<file path="src/ifs_regs.vh">
// Register map, reset values and timing counts of the fault status monitor.
// Assumes a 32-bit APB with byte addresses; all registers are aligned words.
`ifndef IFS_REGS_VH
`define IFS_REGS_VH

// ****************************************
// Register offsets
// ****************************************
`define IFS_OFS_CTRL      8'h00
`define IFS_OFS_STATUS    8'h04
`define IFS_OFS_ERRFLAGS  8'h08
`define IFS_OFS_TMO       8'h0C
`define IFS_OFS_LEAK_LIM  8'h10
`define IFS_OFS_COMP_LIM  8'h14
`define IFS_OFS_LEAK_DLT  8'h18
`define IFS_OFS_MOD_MASK  8'h1C
`define IFS_OFS_FAN_RPS   8'h20

// ****************************************
// Field positions
// ****************************************
`define IFS_CTRL_START    0
`define IFS_CTRL_STOP     1
`define IFS_CTRL_WAIT     2
`define IFS_CTRL_SELFTEST 3
`define IFS_CTRL_SEQ      4
`define IFS_ERR_SHDN      0
`define IFS_ERR_RTMO      1
`define IFS_ERR_TMO       2
`define IFS_ERR_SYNC      3
`define IFS_ERR_LEAK      4
`define IFS_ERR_LOPEN     5
`define IFS_ERR_LSHORT    6
`define IFS_ERR_COPEN     7
`define IFS_ERR_CSHORT    8
`define IFS_ERR_FAN       9
`define IFS_NUM_ERR       10

// ****************************************
// Reset values
// ****************************************
// Sized to the register fields at their default widths
`define IFS_RST_TMO       16'h003C
`define IFS_RST_LEAK_LIM  32'h0F00_0100
`define IFS_RST_COMP_LIM  32'h0F00_0100
`define IFS_RST_LEAK_DLT  12'h080
`define IFS_RST_MOD_MASK  4'h0

// ****************************************
// Timing
// ****************************************
`define IFS_CLK_PERIOD_NS 25
`define IFS_SECOND_NS     1000000000
`define IFS_SEC_CYCLES    (`IFS_SECOND_NS / `IFS_CLK_PERIOD_NS)
`define IFS_REMOTE_TMO_S  60
`define IFS_FAN_LOW_S     5
`define IFS_FAN_MIN_RPS   2

`endif

</file>
<file path="src/ifs_monitor.v">
// Fault status monitor: status indicator, error sources, APB registers.
// Assumes sensor readings arrive on SYS_CLK from a local converter; remote,
// module-present and fan pins are asynchronous and are synchronised here.
//
// Contract
// - Indicator dark when idle and ready
// - Indicator green while analysis runs
// - Indicator yellow while waiting or self-testing
// - Indicator red on any detected error
// - Error always aborts running analysis
// - Error lights red, logs, reports status
// - Low remote shutdown input raises error
// - Remote not-ready after one minute: error
// - Not-ready beyond threshold in sequence: timeout
// - Missing configured module raises sync error
// - Leak from leak versus compensation reading
// - Leak current below limit: sensor open
// - Leak current above limit: sensor short
// - Compensation resistance above limit: open
// - Compensation resistance below limit: short
// - Fan under two rps over five s
`timescale 1ns/1ps
`include "ifs_regs.vh"

module ifs_monitor
#(
  parameter NUM_MOD     = 4,
  parameter SENSE_W     = 12,
  parameter HALL_PPR    = 1,
  parameter SEC_CYCLES  = `IFS_SEC_CYCLES
)
(
  input  wire               SYS_CLK,
  input  wire               RESETN,
  input  wire               PSEL,
  input  wire               PENABLE,
  input  wire               PWRITE,
  input  wire [7:0]         PADDR,
  input  wire [31:0]        PWDATA,
  output reg  [31:0]        PRDATA,
  output reg                PREADY,
  output reg                PSLVERR,
  input  wire               REMOTE_SHDN_N,
  input  wire               REMOTE_NRDY_N,
  input  wire [NUM_MOD-1:0] MOD_PRESENT,
  input  wire               FAN_HALL,
  input  wire               SENSE_VALID,
  input  wire [SENSE_W-1:0] LEAK_CUR,
  input  wire [SENSE_W-1:0] COMP_RES,
  output reg                LED_GREEN,
  output reg                LED_YELLOW,
  output reg                LED_RED,
  output reg                ANALYSIS_ABORT,
  output reg                LOG_STB,
  output reg  [`IFS_NUM_ERR-1:0] LOG_CODE
);

  localparam [3:0] ST_PRERUN = 4'h1;
  localparam [3:0] ST_RUN    = 4'h2;
  localparam [3:0] ST_NRDY   = 4'h4;
  localparam [3:0] ST_ERR    = 4'h8;
  localparam [31:0] SEC_LAST = SEC_CYCLES - 1;
  localparam [7:0] FAN_MIN   = `IFS_FAN_MIN_RPS * HALL_PPR;

  // ****************************************
  // Synchronisers
  // ****************************************
  reg [NUM_MOD+2:0] sync1_reg;
  reg [NUM_MOD+2:0] sync2_reg;
  reg               hall_d_reg;
  wire              shdn_n   = sync2_reg[0];
  wire              rnrdy    = ~sync2_reg[1];
  wire              hall     = sync2_reg[2];
  wire [NUM_MOD-1:0] present = sync2_reg[NUM_MOD+2:3];

  always @(posedge SYS_CLK or negedge RESETN)
  begin
    if (!RESETN)
    begin
      sync1_reg  <= {(NUM_MOD+3){1'b1}};
      sync2_reg  <= {(NUM_MOD+3){1'b1}};
      hall_d_reg <= 1'b1; // Same as the synchroniser, so no false edge
    end
    else
    begin
      sync1_reg  <= {MOD_PRESENT, FAN_HALL, REMOTE_NRDY_N, REMOTE_SHDN_N};
      sync2_reg  <= sync1_reg;
      hall_d_reg <= hall;
    end
  end

  // ****************************************
  // APB slave
  // ****************************************
  reg        run_reg;
  reg        wait_reg;
  reg        selftest_reg;
  reg        seq_reg;
  reg [15:0] tmo_reg;
  reg [31:0] leak_lim_reg;
  reg [31:0] comp_lim_reg;
  reg [SENSE_W-1:0] leak_dlt_reg;
  reg [NUM_MOD-1:0] mod_mask_reg;
  reg [7:0]  fan_rps_reg;
  reg [3:0]  state_reg;
  reg [`IFS_NUM_ERR-1:0] err_reg;

  wire wr = PSEL & PENABLE & PREADY & PWRITE;
  wire notready = wait_reg | selftest_reg | rnrdy;

  function hit;
    input [7:0] a;
    input [7:0] ofs;
    begin
      hit = (a == ofs);
    end
  endfunction

  function mapped;
    input [7:0] a;
    begin
      mapped = hit(a, `IFS_OFS_CTRL) | hit(a, `IFS_OFS_STATUS) |
               hit(a, `IFS_OFS_ERRFLAGS) | hit(a, `IFS_OFS_TMO) |
               hit(a, `IFS_OFS_LEAK_LIM) | hit(a, `IFS_OFS_COMP_LIM) |
               hit(a, `IFS_OFS_LEAK_DLT) | hit(a, `IFS_OFS_MOD_MASK) |
               hit(a, `IFS_OFS_FAN_RPS);
    end
  endfunction

  reg [31:0] rdata;
  always @*
  begin
    rdata = 32'h0000_0000;
    case (PADDR)
      `IFS_OFS_CTRL:     rdata[4:0] = {seq_reg, selftest_reg, wait_reg, 1'b0, run_reg};
      `IFS_OFS_STATUS:   rdata[5:0] = {notready, run_reg, state_reg};
      `IFS_OFS_ERRFLAGS: rdata[`IFS_NUM_ERR-1:0] = err_reg;
      `IFS_OFS_TMO:      rdata[15:0] = tmo_reg;
      `IFS_OFS_LEAK_LIM: rdata = leak_lim_reg;
      `IFS_OFS_COMP_LIM: rdata = comp_lim_reg;
      `IFS_OFS_LEAK_DLT: rdata[SENSE_W-1:0] = leak_dlt_reg;
      `IFS_OFS_MOD_MASK: rdata[NUM_MOD-1:0] = mod_mask_reg;
      `IFS_OFS_FAN_RPS:  rdata[7:0] = fan_rps_reg;
      default:           rdata = 32'h0000_0000;
    endcase
  end

  // Zero wait: ready rises in the access phase, data is captured at setup
  always @(posedge SYS_CLK or negedge RESETN)
  begin
    if (!RESETN)
    begin
      PREADY  <= 1'b0;
      PRDATA  <= 32'h0000_0000;
      PSLVERR <= 1'b0;
    end
    else
    begin
      PREADY  <= PSEL & ~PENABLE;
      PSLVERR <= PSEL & ~PENABLE & ~mapped(PADDR);
      if (PSEL & ~PENABLE & ~PWRITE)
        PRDATA <= rdata;
    end
  end

  always @(posedge SYS_CLK or negedge RESETN)
  begin
    if (!RESETN)
    begin
      wait_reg     <= 1'b0;
      selftest_reg <= 1'b0;
      seq_reg      <= 1'b0;
      tmo_reg      <= `IFS_RST_TMO;
      leak_lim_reg <= `IFS_RST_LEAK_LIM;
      comp_lim_reg <= `IFS_RST_COMP_LIM;
      leak_dlt_reg <= `IFS_RST_LEAK_DLT;
      mod_mask_reg <= `IFS_RST_MOD_MASK;
    end
    else if (wr)
    begin
      case (PADDR)
        `IFS_OFS_CTRL:
        begin
          wait_reg     <= PWDATA[`IFS_CTRL_WAIT];
          selftest_reg <= PWDATA[`IFS_CTRL_SELFTEST];
          seq_reg      <= PWDATA[`IFS_CTRL_SEQ];
        end
        `IFS_OFS_TMO:      tmo_reg      <= PWDATA[15:0];
        `IFS_OFS_LEAK_LIM: leak_lim_reg <= PWDATA;
        `IFS_OFS_COMP_LIM: comp_lim_reg <= PWDATA;
        `IFS_OFS_LEAK_DLT: leak_dlt_reg <= PWDATA[SENSE_W-1:0];
        `IFS_OFS_MOD_MASK: mod_mask_reg <= PWDATA[NUM_MOD-1:0];
        default:           tmo_reg      <= tmo_reg;
      endcase
    end
  end

  // ****************************************
  // Second tick and timers
  // ****************************************
  reg [31:0] sec_cnt_reg;
  reg        tick_reg;
  reg [7:0]  rt_sec_reg;
  reg        rt_arm_reg;
  reg [15:0] nr_sec_reg;
  reg [7:0]  fan_cnt_reg;
  reg [2:0]  fan_low_reg;
  wire start = wr & hit(PADDR, `IFS_OFS_CTRL) & PWDATA[`IFS_CTRL_START];
  wire stop  = wr & hit(PADDR, `IFS_OFS_CTRL) & PWDATA[`IFS_CTRL_STOP];
  wire fan_low = fan_cnt_reg < FAN_MIN;

  always @(posedge SYS_CLK or negedge RESETN)
  begin
    if (!RESETN)
    begin
      sec_cnt_reg <= 32'h0000_0000;
      tick_reg    <= 1'b0;
      rt_sec_reg  <= 8'h00;
      rt_arm_reg  <= 1'b0;
      nr_sec_reg  <= 16'h0000;
      fan_cnt_reg <= 8'h00;
      fan_low_reg <= 3'h0;
      fan_rps_reg <= 8'h00;
    end
    else
    begin
      tick_reg    <= (sec_cnt_reg == SEC_LAST);
      sec_cnt_reg <= (sec_cnt_reg == SEC_LAST) ? 32'h0000_0000 : sec_cnt_reg + 32'h0000_0001;
      // Remote window restarts with each analysis start
      if (start & ~run_reg)
      begin
        rt_arm_reg <= 1'b1;
        rt_sec_reg <= 8'h00;
      end
      else if (~run_reg | (rt_sec_reg == `IFS_REMOTE_TMO_S))
        rt_arm_reg <= 1'b0;
      else if (tick_reg & rt_arm_reg)
        rt_sec_reg <= rt_sec_reg + 8'h01;
      if (~(run_reg & seq_reg & notready))
        nr_sec_reg <= 16'h0000;
      else if (tick_reg & (nr_sec_reg != 16'hFFFF))
        nr_sec_reg <= nr_sec_reg + 16'h0001;
      // Hall pulses counted per one-second window
      if (tick_reg)
      begin
        fan_rps_reg <= fan_cnt_reg;
        fan_cnt_reg <= {7'h00, hall & ~hall_d_reg};
        if (!fan_low)
          fan_low_reg <= 3'h0;
        else if (fan_low_reg != `IFS_FAN_LOW_S)
          fan_low_reg <= fan_low_reg + 3'h1;
      end
      else if (hall & ~hall_d_reg & (fan_cnt_reg != 8'hFF))
        fan_cnt_reg <= fan_cnt_reg + 8'h01;
    end
  end

  // ****************************************
  // Error sources
  // ****************************************
  reg [`IFS_NUM_ERR-1:0] err_set;
  reg [`IFS_NUM_ERR-1:0] err_clr;
  wire [SENSE_W-1:0] leak_lo = leak_lim_reg[SENSE_W-1:0];
  wire [SENSE_W-1:0] leak_hi = leak_lim_reg[SENSE_W+15:16];
  wire [SENSE_W-1:0] comp_lo = comp_lim_reg[SENSE_W-1:0];
  wire [SENSE_W-1:0] comp_hi = comp_lim_reg[SENSE_W+15:16];
  wire               sense_ok = SENSE_VALID & (LEAK_CUR >= leak_lo) & (LEAK_CUR <= leak_hi)
                                & (COMP_RES >= comp_lo) & (COMP_RES <= comp_hi);

  always @*
  begin
    err_set = {`IFS_NUM_ERR{1'b0}};
    err_set[`IFS_ERR_SHDN]   = ~shdn_n;
    err_set[`IFS_ERR_RTMO]   = rt_arm_reg & (rt_sec_reg == `IFS_REMOTE_TMO_S) & rnrdy;
    err_set[`IFS_ERR_TMO]    = nr_sec_reg > tmo_reg;
    err_set[`IFS_ERR_SYNC]   = |(mod_mask_reg & ~present);
    // Solvent cooling pulls the leak reading below the ambient reference
    err_set[`IFS_ERR_LEAK]   = sense_ok & (COMP_RES > LEAK_CUR)
                               & ((COMP_RES - LEAK_CUR) > leak_dlt_reg);
    err_set[`IFS_ERR_LOPEN]  = SENSE_VALID & (LEAK_CUR < leak_lo);
    err_set[`IFS_ERR_LSHORT] = SENSE_VALID & (LEAK_CUR > leak_hi);
    err_set[`IFS_ERR_COPEN]  = SENSE_VALID & (COMP_RES > comp_hi);
    err_set[`IFS_ERR_CSHORT] = SENSE_VALID & (COMP_RES < comp_lo);
    err_set[`IFS_ERR_FAN]    = tick_reg & fan_low & (fan_low_reg == `IFS_FAN_LOW_S);
    err_clr = (wr & hit(PADDR, `IFS_OFS_ERRFLAGS)) ? PWDATA[`IFS_NUM_ERR-1:0]
                                                   : {`IFS_NUM_ERR{1'b0}};
  end

  // ****************************************
  // Flags, run control and indicator
  // ****************************************
  reg [3:0] state_next;
  wire [`IFS_NUM_ERR-1:0] err_next = (err_reg & ~err_clr) | err_set;
  wire                    err_any  = |err_next;

  always @*
  begin
    case (1'b1)
      err_any:             state_next = ST_ERR;
      notready:            state_next = ST_NRDY;
      run_reg & ~stop:     state_next = ST_RUN;
      default:             state_next = ST_PRERUN;
    endcase
  end

  always @(posedge SYS_CLK or negedge RESETN)
  begin
    if (!RESETN)
    begin
      err_reg        <= {`IFS_NUM_ERR{1'b0}};
      run_reg        <= 1'b0;
      state_reg      <= ST_PRERUN;
      LED_GREEN      <= 1'b0;
      LED_YELLOW     <= 1'b0;
      LED_RED        <= 1'b0;
      ANALYSIS_ABORT <= 1'b0;
      LOG_STB        <= 1'b0;
      LOG_CODE       <= {`IFS_NUM_ERR{1'b0}};
    end
    else
    begin
      // A set in the same cycle as its clear keeps the flag
      err_reg <= err_next;
      // An error start request is refused; an error always ends the run
      if (err_any | stop)
        run_reg <= 1'b0;
      else if (start)
        run_reg <= 1'b1;
      ANALYSIS_ABORT <= err_any & run_reg;
      LOG_STB        <= |(err_set & ~err_reg);
      LOG_CODE       <= err_set & ~err_reg;
      state_reg      <= state_next;
      LED_RED        <= state_next == ST_ERR;
      LED_YELLOW     <= state_next == ST_NRDY;
      LED_GREEN      <= state_next == ST_RUN;
    end
  end

endmodule

</file>
<file path="config.mk">
export PLATFORM = sky130hd
export DESIGN_NAME = ifs_monitor
export DESIGN_NICKNAME = d
export VERILOG_FILES = /design/src/ifs_monitor.v
export VERILOG_INCLUDE_DIRS = /design/src
export SDC_FILE = /design/constraint.sdc
export NUM_CORES = 1
export LEC_CHECK = 0
export ABC_AREA = 0
export BUFFER_PORTS_ARGS = -buffer_cell sky130_fd_sc_hd__buf_2
export CAP_MARGIN = 20
export CELL_PAD_IN_SITES_DETAIL_PLACEMENT = 0
export CELL_PAD_IN_SITES_GLOBAL_PLACEMENT = 2
export CORE_MARGIN = 5
export CORE_UTILIZATION = 30
export DETAILED_ROUTE_END_ITERATION = 8
export GPL_TIMING_DRIVEN = 0
export PLACE_DENSITY = 0.61
export SYNTH_ARGS = -nofsm -noshare
export SYNTH_HDL_FRONTEND = slang
export SYNTH_SLANG_ARGS = --single-unit
</file>
<file path="constraint.sdc">
create_clock -name SYS_CLK -period 6.1 [get_ports SYS_CLK]
set_clock_uncertainty 0.1 [all_clocks]
set_input_delay 1.83 -clock SYS_CLK [delete_from_list [all_inputs] [get_ports SYS_CLK]]
set_output_delay 1.83 -clock SYS_CLK [all_outputs]
set_load 0.01 [all_outputs]
</file>
==> results of run 1 <==
[metrics by stage]
step           std cells  worst slack [ps]  area [um2]  setup TNS [ps]   util
6_report            1996               343       15600               0  0.361
5_1_grt             1994              61.1       15600               0  0.361
4_1_cts             1994               179       15600               0  0.361
3_5_place_dp        1938              -408       14500           -1780  0.338
3_3_place_gp        1932             -1910       14400         -428680  0.335
2_1_floorplan       1222               586       13100               0      -
[cells in the final DEF (no fill, tap or decap), types with 10 or more instances in the layout]
| cell | instances |
|---|---|
| a21oi_1 | 41 |
| a222oi_1 | 16 |
| a22oi_1 | 23 |
| and3_1 | 11 |
| buf_2 | 126 |
| clkbuf_1 | 29 |
| clkbuf_16 | 31 |
| dfrtp_1 | 223 |
| dfstp_2 | 31 |
| ha_1 | 95 |
| inv_1 | 103 |
| mux2_2 | 107 |
| nand2_1 | 110 |
| nand2b_1 | 11 |
| nand3_1 | 35 |
| nand4_1 | 31 |
| nor2_1 | 87 |
| nor3_1 | 19 |
| nor4_1 | 10 |
| o21ai_0 | 40 |
| or4_1 | 12 |
| xnor2_1 | 35 |
| xor2_1 | 29 |
[cell type report]
type                    instances  area [um2]  area share
flip-flops and latches        254        6390       0.411
multi-input cells             829        6160       0.396
well taps                     585         732      0.0470
inverters                     103         387      0.0248
clock inverters                14         129     0.00828
clock buffers                  42         877      0.0564
plain buffers                  36         151     0.00973
repair buffers                131         721      0.0463
diodes                          2        5.00    0.000322
[power groups by stage]
stage | clock network, mW | logic [mW] | registers, mW
finish | 1.81 | 0.327 | 1.77
global route | 1.94 | 0.379 | 1.77
CTS | 1.88 | 0.335 | 1.77
detailed placement | 0 | 0.333 | 1.80
global placement | 0 | 0.323 | 1.80
floorplan | 0 | 0.170 | 1.79
[logic make-up after synthesis]
logic type,count (synthesis),share of synthesized area
AOI/OAI and AO/OA,194,0.103
xor gates and xnor gates,64,0.0428
adders and majority gates,96,0.0924
buffers and inverters,139,0.0411
DFF,254,0.489
muxes,110,0.0944
and+or+nand+nor,365,0.138
[cell usage after synthesis (all sizes together), types with 4 or more instances]
cell type	n
a211oi	7
a221oi	8
nand3	35
a222oi	16
nor4	12
a31oi	4
nor2	87
xnor2	35
a22oi	23
dfstp	31
a41oi	4
a22o	9
xor2	29
ha	95
and3	11
and2	7
or4	12
and4	5
nand2	111
buf	12
o21ai	41
nand4	31
a21oi	41
nor3	19
or2	5
inv	103
clkbuf	24
mux2	107
dfrtp	223
nand2b	11
o211ai	5
a21o	7
nor2b	6
[critical path, cell delays in order]
cell,delay (ps)
buf_2,200
inv_1,70
ha_1,300
nor2b_1,130
o21a_1,180
o21ai_1,220
a211oi_1,150
o31a_1,320
o21a_1,170
nor2_1,120
xnor2_1,140
ha_1,270
nand4_1,160
a211oi_1,90
a2111o_1,430
o211ai_1,150
o41ai_1,180
or4_1,560
buf_6,160
nor3_1,280
[layer usage]
layer	wire length (um)	part of all wire	GRT usage
met1	18000	0.45	0.221
met2	19100	0.48	0.283
met3	1490	0.038	0.0247
met4	1000	0.025	0.0408
met5	0	0	0
[repair_timing]
action / 4_1_cts / 5_1_grt
buffers inserted: 0 / 0
setup endpoints to repair: 0 / 3
resized for setup: 0 / 1
[path summary, 6_finish.rpt]
check,start,endpoint,slack [ps]
max in group asynchronous,RESETN,sec_cnt_reg[22]$_DFF_PN0_,3520
max,LEAK_CUR[1],LED_GREEN$_DFF_PN0_,340
min,sync1_reg[5]$_DFF_PN1_,sync2_reg[5]$_DFF_PN1_,250
max reg2reg,leak_lim_reg[8]$_DFFE_PN1P_,LED_GREEN$_DFF_PN0_,2180
min reg2reg,sync1_reg[5]$_DFF_PN1_,sync2_reg[5]$_DFF_PN1_,250
min in group asynchronous,RESETN,leak_dlt_reg[2]$_DFFE_PN0P_,1070
==> metrics.md, run 1 <==
| Metric | Value |
|---|---|
| Max_slew headroom | 0.420 |
| Final worst path period share | 0.944 |
| CTS tree | built |
| Core footprint | 43100 um2 |
| Number of library cell types mapped by synthesis | a little under 70 |
| Largest net degree at the start of global routing | between 100 and 150 |
| Sequential fraction of the synthesis area | 0.489 |
| Total Routing Usage GR | 0.165 |
| Longest Clk Path Bufs | 3 |
| Initial DRC count | roughly 550 |
| Async S/R FF share, synth | 1.00 |
| Cell Pwr Density | approximately 250 nW/um2 |
| Startpoint Class | input pin |
| Final Setup Violations | 0 |
| Clock power frac | 0.463 |
| Clock buffer count from CTS | 31 |
| Sw power | 0.969 mW |
| GRT overflow | 0 |
| Pwr Total | 3.90 mW |
| Comb pwr share | 0.084 |
| Seq cells post-synth | roughly 250 |
| Status | finished, final reports clean |
| Max-Cap Viols | 0 |
| Unrepaired setup endpoints after global routing | no |
| Initial antenna violation count | 0 |
| # DRC | 0 |
| Min-Delay Path Class | flop to flop |
| Synth area leaders | dfrtp_1 (43%), mux2_2 (9.2%), ha_1 (9.1%), dfstp_2 (6.2%), nand2_1 (3.2%) |
| Maximum VDD drop | about 0.17 mV |
| Chip Width | 219 um |
| Synthesis Warnings | 0 |
| NumNets Final | 1559 |
| Post-Syn Area | 13100 um2 |
| DIE AREA | 47900 um2 |
| WP data arrival | just over 6000 ps |
| H-tree depth | 1 |
| Initial core utilization | 0.304 |
| Fin. Hold Viols | 0 |
| Worst Reg2Reg Path Length in Cells | 10 |
| Power Internal | approximately 2.9 mW |
| Setup Crit Path Kind | input pin to flop |
| Core Rows | between 70 and 80 |
| Syn avg cell area | 10.7 um2 |
| Final min period | 5760 ps |
| Crit-path max FO | 7 |
| Clk root buf | clkbuf_16 |
| Post-DP HPWL | 30.3 mm |
| Die Span Y | 219 um |
| RePlAce Congestion | 0.799 |
| Post-Syn Nets | roughly 1400 |
| Fraction of layout cells with a size suffix above 1 | 0.239 |
| P_leak | between 7 and 8 nW |
| Vias in the first global route | between 10000 and 15000 |
| IO Count | approximately 130 |
| Port Buffers | about 130 |
| Layout area overhead | 18.9% |
| Measured slew at the worst slew-check pin | 848 ps |
| Cells after Synth | about 1200 |
| EDFF count, synth | 0 |
| DRT antenna net count | 0 |
| Final wirelength | around 40 mm |
| Hold_buf cts | 0 |
| Sequential share of power | 0.453 |
| Clk sinks | 254 |
| First-pass GRT wire length | slightly above 60 mm |
| Drt first pass iters | 7 |
| Biggest area consumer among synthesized cells | dfrtp_1 |
| Clock Latency Late Sink | 560 ps |
| Layout fillers | 4430 |
| Hold Path Cell Cnt | 0 |
| Vias | between 9000 and 10000 |
| Ys flop type | dfrtp_1 |
| Avg WL per Cell | about 20 um |
| Final hold slack | about 250 ps |
| Post-DR vias/cell | 4.84 |
| Fmax | ~170 MHz |
| Post-synth top area share | 0.426 |
| CP Data Required Time | 6450 ps |
| Sw Share | 0.248 |
| Endpoint type of the worst setup path | flop |
| Reg clk slew, reported paths | about 60 ps |
| Max Slew Vio Count | 0 |
Power figures use the tool's default switching activity.
==> run 2, diff against run 1 <==
--- a/config.mk
+++ b/config.mk
@@ -12,10 +12,10 @@
 export CELL_PAD_IN_SITES_DETAIL_PLACEMENT = 0
 export CELL_PAD_IN_SITES_GLOBAL_PLACEMENT = 2
 export CORE_MARGIN = 5
-export CORE_UTILIZATION = 30
+export CORE_UTILIZATION = 42
 export DETAILED_ROUTE_END_ITERATION = 8
 export GPL_TIMING_DRIVEN = 0
-export PLACE_DENSITY = 0.61
+export PLACE_DENSITY = 0.84
 export SYNTH_ARGS = -nofsm -noshare
 export SYNTH_HDL_FRONTEND = slang
 export SYNTH_SLANG_ARGS = --single-unit
==> metrics.md, run 2 (synthesized netlist as in run 1, its figures left out) <==
| Metric | Value |
|---|---|
| Multi-input logic area | 6150 um2 (-0.12%) |
| Layout fillers | 2890 (-35%) |
| Post-DR vias/cell | 5.46 (+13%) |
| Vias | 9845 (+2.0%) |
| Min-delay src | sync1_reg[5]$_DFF_PN1_ |
| Pwr Total | 3.82 mW (-2.2%) |
| RR Endpoint | LED_GREEN$_DFF_PN0_ |
| Slowest cell on crit path | or4_1 |
| Cell Pwr Density | 250 nW/um2 (-0.30%) |
| Final Setup Violations | 0 (unchanged) |
| Most common cell after layout, fill and taps aside | dfrtp_1 |
| First-pass GRT wire length | 57.2 mm (-6.9%) |
| Clk sinks | 254 (unchanged) |
| # DRC | 0 (unchanged) |
| WP data arrival | 6240 ps (+130 ps) |
| Measured slew at the worst slew-check pin | 919 ps (+71.4 ps) |
| CP Data Required Time | 6440 ps (about the same) |
| Max Slew Vio Count | 0 (unchanged) |
| CTS tree | built |
| Clock buffer count from CTS | 29 (-6.5%) |
| Initial core utilization | 0.427 (+0.123) |
| Hold Path Cell Cnt | 0 (unchanged) |
| RR Startpoint | leak_lim_reg[8]$_DFFE_PN1P_ |
| Endpoint type of the worst setup path | flop |
| Min-Delay Path Class | flop to flop |
| DIE AREA | 34800 um2 (-27%) |
| Chip Width | 187 um (-15%) |
| Initial DRC count | 659 (+20%) |
| FF/Latch Area | 6390 um2 (unchanged) |
| N_diodes | 0 (-2) |
| Clk root buf | clkbuf_16 |
| Crit-path max FO | 7 (unchanged) |
| Maximum VDD drop | 0.197 mV (+15%) |
| Core Rows | 64 (-16%) |
| NumNets Final | 1557 (-0.13%) |
| Worst Hold End | sync2_reg[5]$_DFF_PN1_ |
| Unrepaired setup endpoints after global routing | no |
| Post-CTS setup buffers | 0 (unchanged) |
| Setup Crit Path Kind | input pin to flop |
| Core footprint | 30700 um2 (-29%) |
| Fraction of layout cells with a size suffix above 1 | 0.235 (-0.00464) |
| Fmax | 169 MHz (-2.4%) |
| Critical Path Max Stage Delay | 610 ps (+50 ps) |
| H-tree depth | 1 (unchanged) |
| GRT overflow | 0 (unchanged) |
| Critical path buffer and inverter count | 3 (unchanged) |
| Initial antenna violation count | 1 (+1) |
| Longest Clk Path Bufs | 3 (unchanged) |
| Crit-path leading delay family | compound AO/OA/AOI/OAI gates |
| CP cell instances | buf_2 > inv_1 > ha_1 > nor2b_1 > o21a_1 > o21ai_0 > a211oi_1 > o31a_1 > o21a_1 > nor2_1 > xnor2_1 > ha_1 > nand4_1 > a211oi_1 > a2111o_1 > o211ai_1 > o41ai_1 > or4_1 > buf_6 > nor3_1 |
| Avg WL per Cell | 20.1 um (+1.4%) |
| Worst Reg2Reg Path Length in Cells | 10 (unchanged) |
| Largest net degree at the start of global routing | 124 (+14%) |
| Status | finished, final reports clean |
| Reg clk slew, reported paths | 60 ps (about the same) |
| P_leak | 7.05 nW (-0.52%) |
| IO Count | 126 (unchanged) |
| Port Buffers | 125 (unchanged) |
| Fin. Hold Viols | 0 (unchanged) |
| Final min period | 5900 ps (+142 ps) |
| Layout area overhead | 16.6% |
| Cts repair resizes | 0 (unchanged) |
| RePlAce Congestion | 0.832 (+4.1%) |
| Hold_buf cts | 0 (unchanged) |
| Max_slew headroom | 0.381 (-0.0386) |
| Register-to-Register Setup Slack | 2160 ps (-20 ps) |
| Die Span Y | 187 um (-15%) |
| Final wirelength | 36.3 mm (-8.4%) |
| Startpoint Class | input pin |
| Max-Cap Viols | 0 (unchanged) |
| Final worst path period share | 0.967 (+0.0233) |
| Drt first pass iters | 6 (-1) |
| Final core occ | 0.497 (+0.136) |
| Post-DP HPWL | 27.7 mm (-8.4%) |
| DRT antenna net count | 0 (unchanged) |
| Clock Latency Late Sink | 560 ps (about the same) |
| Most frequent cells in the layout | dfrtp_1 (223), buf_2 (128), nand2_1 (110) |
| Total Routing Usage GR | 0.203 (+0.0378) |
| Vias in the first global route | 9916 (-2.9%) |
[run 2: cell types whose count changed in the layout (fill, tap and decap cells not counted), moves of 2 or more]
cell / previous run / this run
clkinv_2: 9 / 3
clkbuf_1: 29 / 32
buf_2: 126 / 128
buf_4: 2 / 0
clkbuf_16: 31 / 29
clkbuf_8: 6 / 8
diode_2: 2 / 0
[run 2: worst max path at each step]
stage | from | endpoint | slack, ps | cells past startpoint
6_report | LEAK_CUR[1] | LED_GREEN$_DFF_PN0_ | 200 | 20
5_1_grt | LEAK_CUR[1] | LED_GREEN$_DFF_PN0_ | 40 | 20
4_1_cts | LEAK_CUR[1] | LED_GREEN$_DFF_PN0_ | 210 | 20
3_5_place_dp | LEAK_CUR[1] | LED_GREEN$_DFF_PN0_ | -360 | 20
3_3_place_gp | RESETN | rt_sec_reg[2]$_DFFE_PN0P_ | -1570 | 1
2_1_floorplan | LEAK_CUR[1] | ANALYSIS_ABORT$_DFF_PN0_ | 590 | 19
[run 2: cell type report]
cell class                 count  share of cell area
sequential                   254               0.419
multi-input combinational    829               0.403
clock buffer                  45              0.0568
timing repair buffer         131              0.0465
tap                          396              0.0325
inverter                     103              0.0253
buffer                        36             0.00992
clock inverter                 9             0.00632
[run 2: metal layers]
layer,part of all wire,vias up,global-route usage
li1,-,4705,-
met1,0.47,4850,0.297
met2,0.45,224,0.317
met3,0.050,64,0.0310
met4,0.029,2,0.0544
met5,0.00019,-,0
[run 2: metrics by stage]
step           TNS (ps)  cells  worst slack, ps  hold WS, ps  area [um2]
3_3_place_gp    -344110   1743            -1570          245       14200
5_1_grt               0   1803             39.4          256       15300
3_5_place_dp      -1180   1747             -355          247       14300
6_report              0   1803              200          255       15300
2_1_floorplan         0   1222              586          245       13100
4_1_cts               0   1801              208          256       15200
[run 2: where the power goes]
group / switching, mW / total, mW / internal (mW)
logic: 0.200 / 0.324 / 0.124
clock network: 0.702 / 1.72 / 1.02
registers: 0.0428 / 1.77 / 1.73
total: 0.944 / 3.82 / 2.87
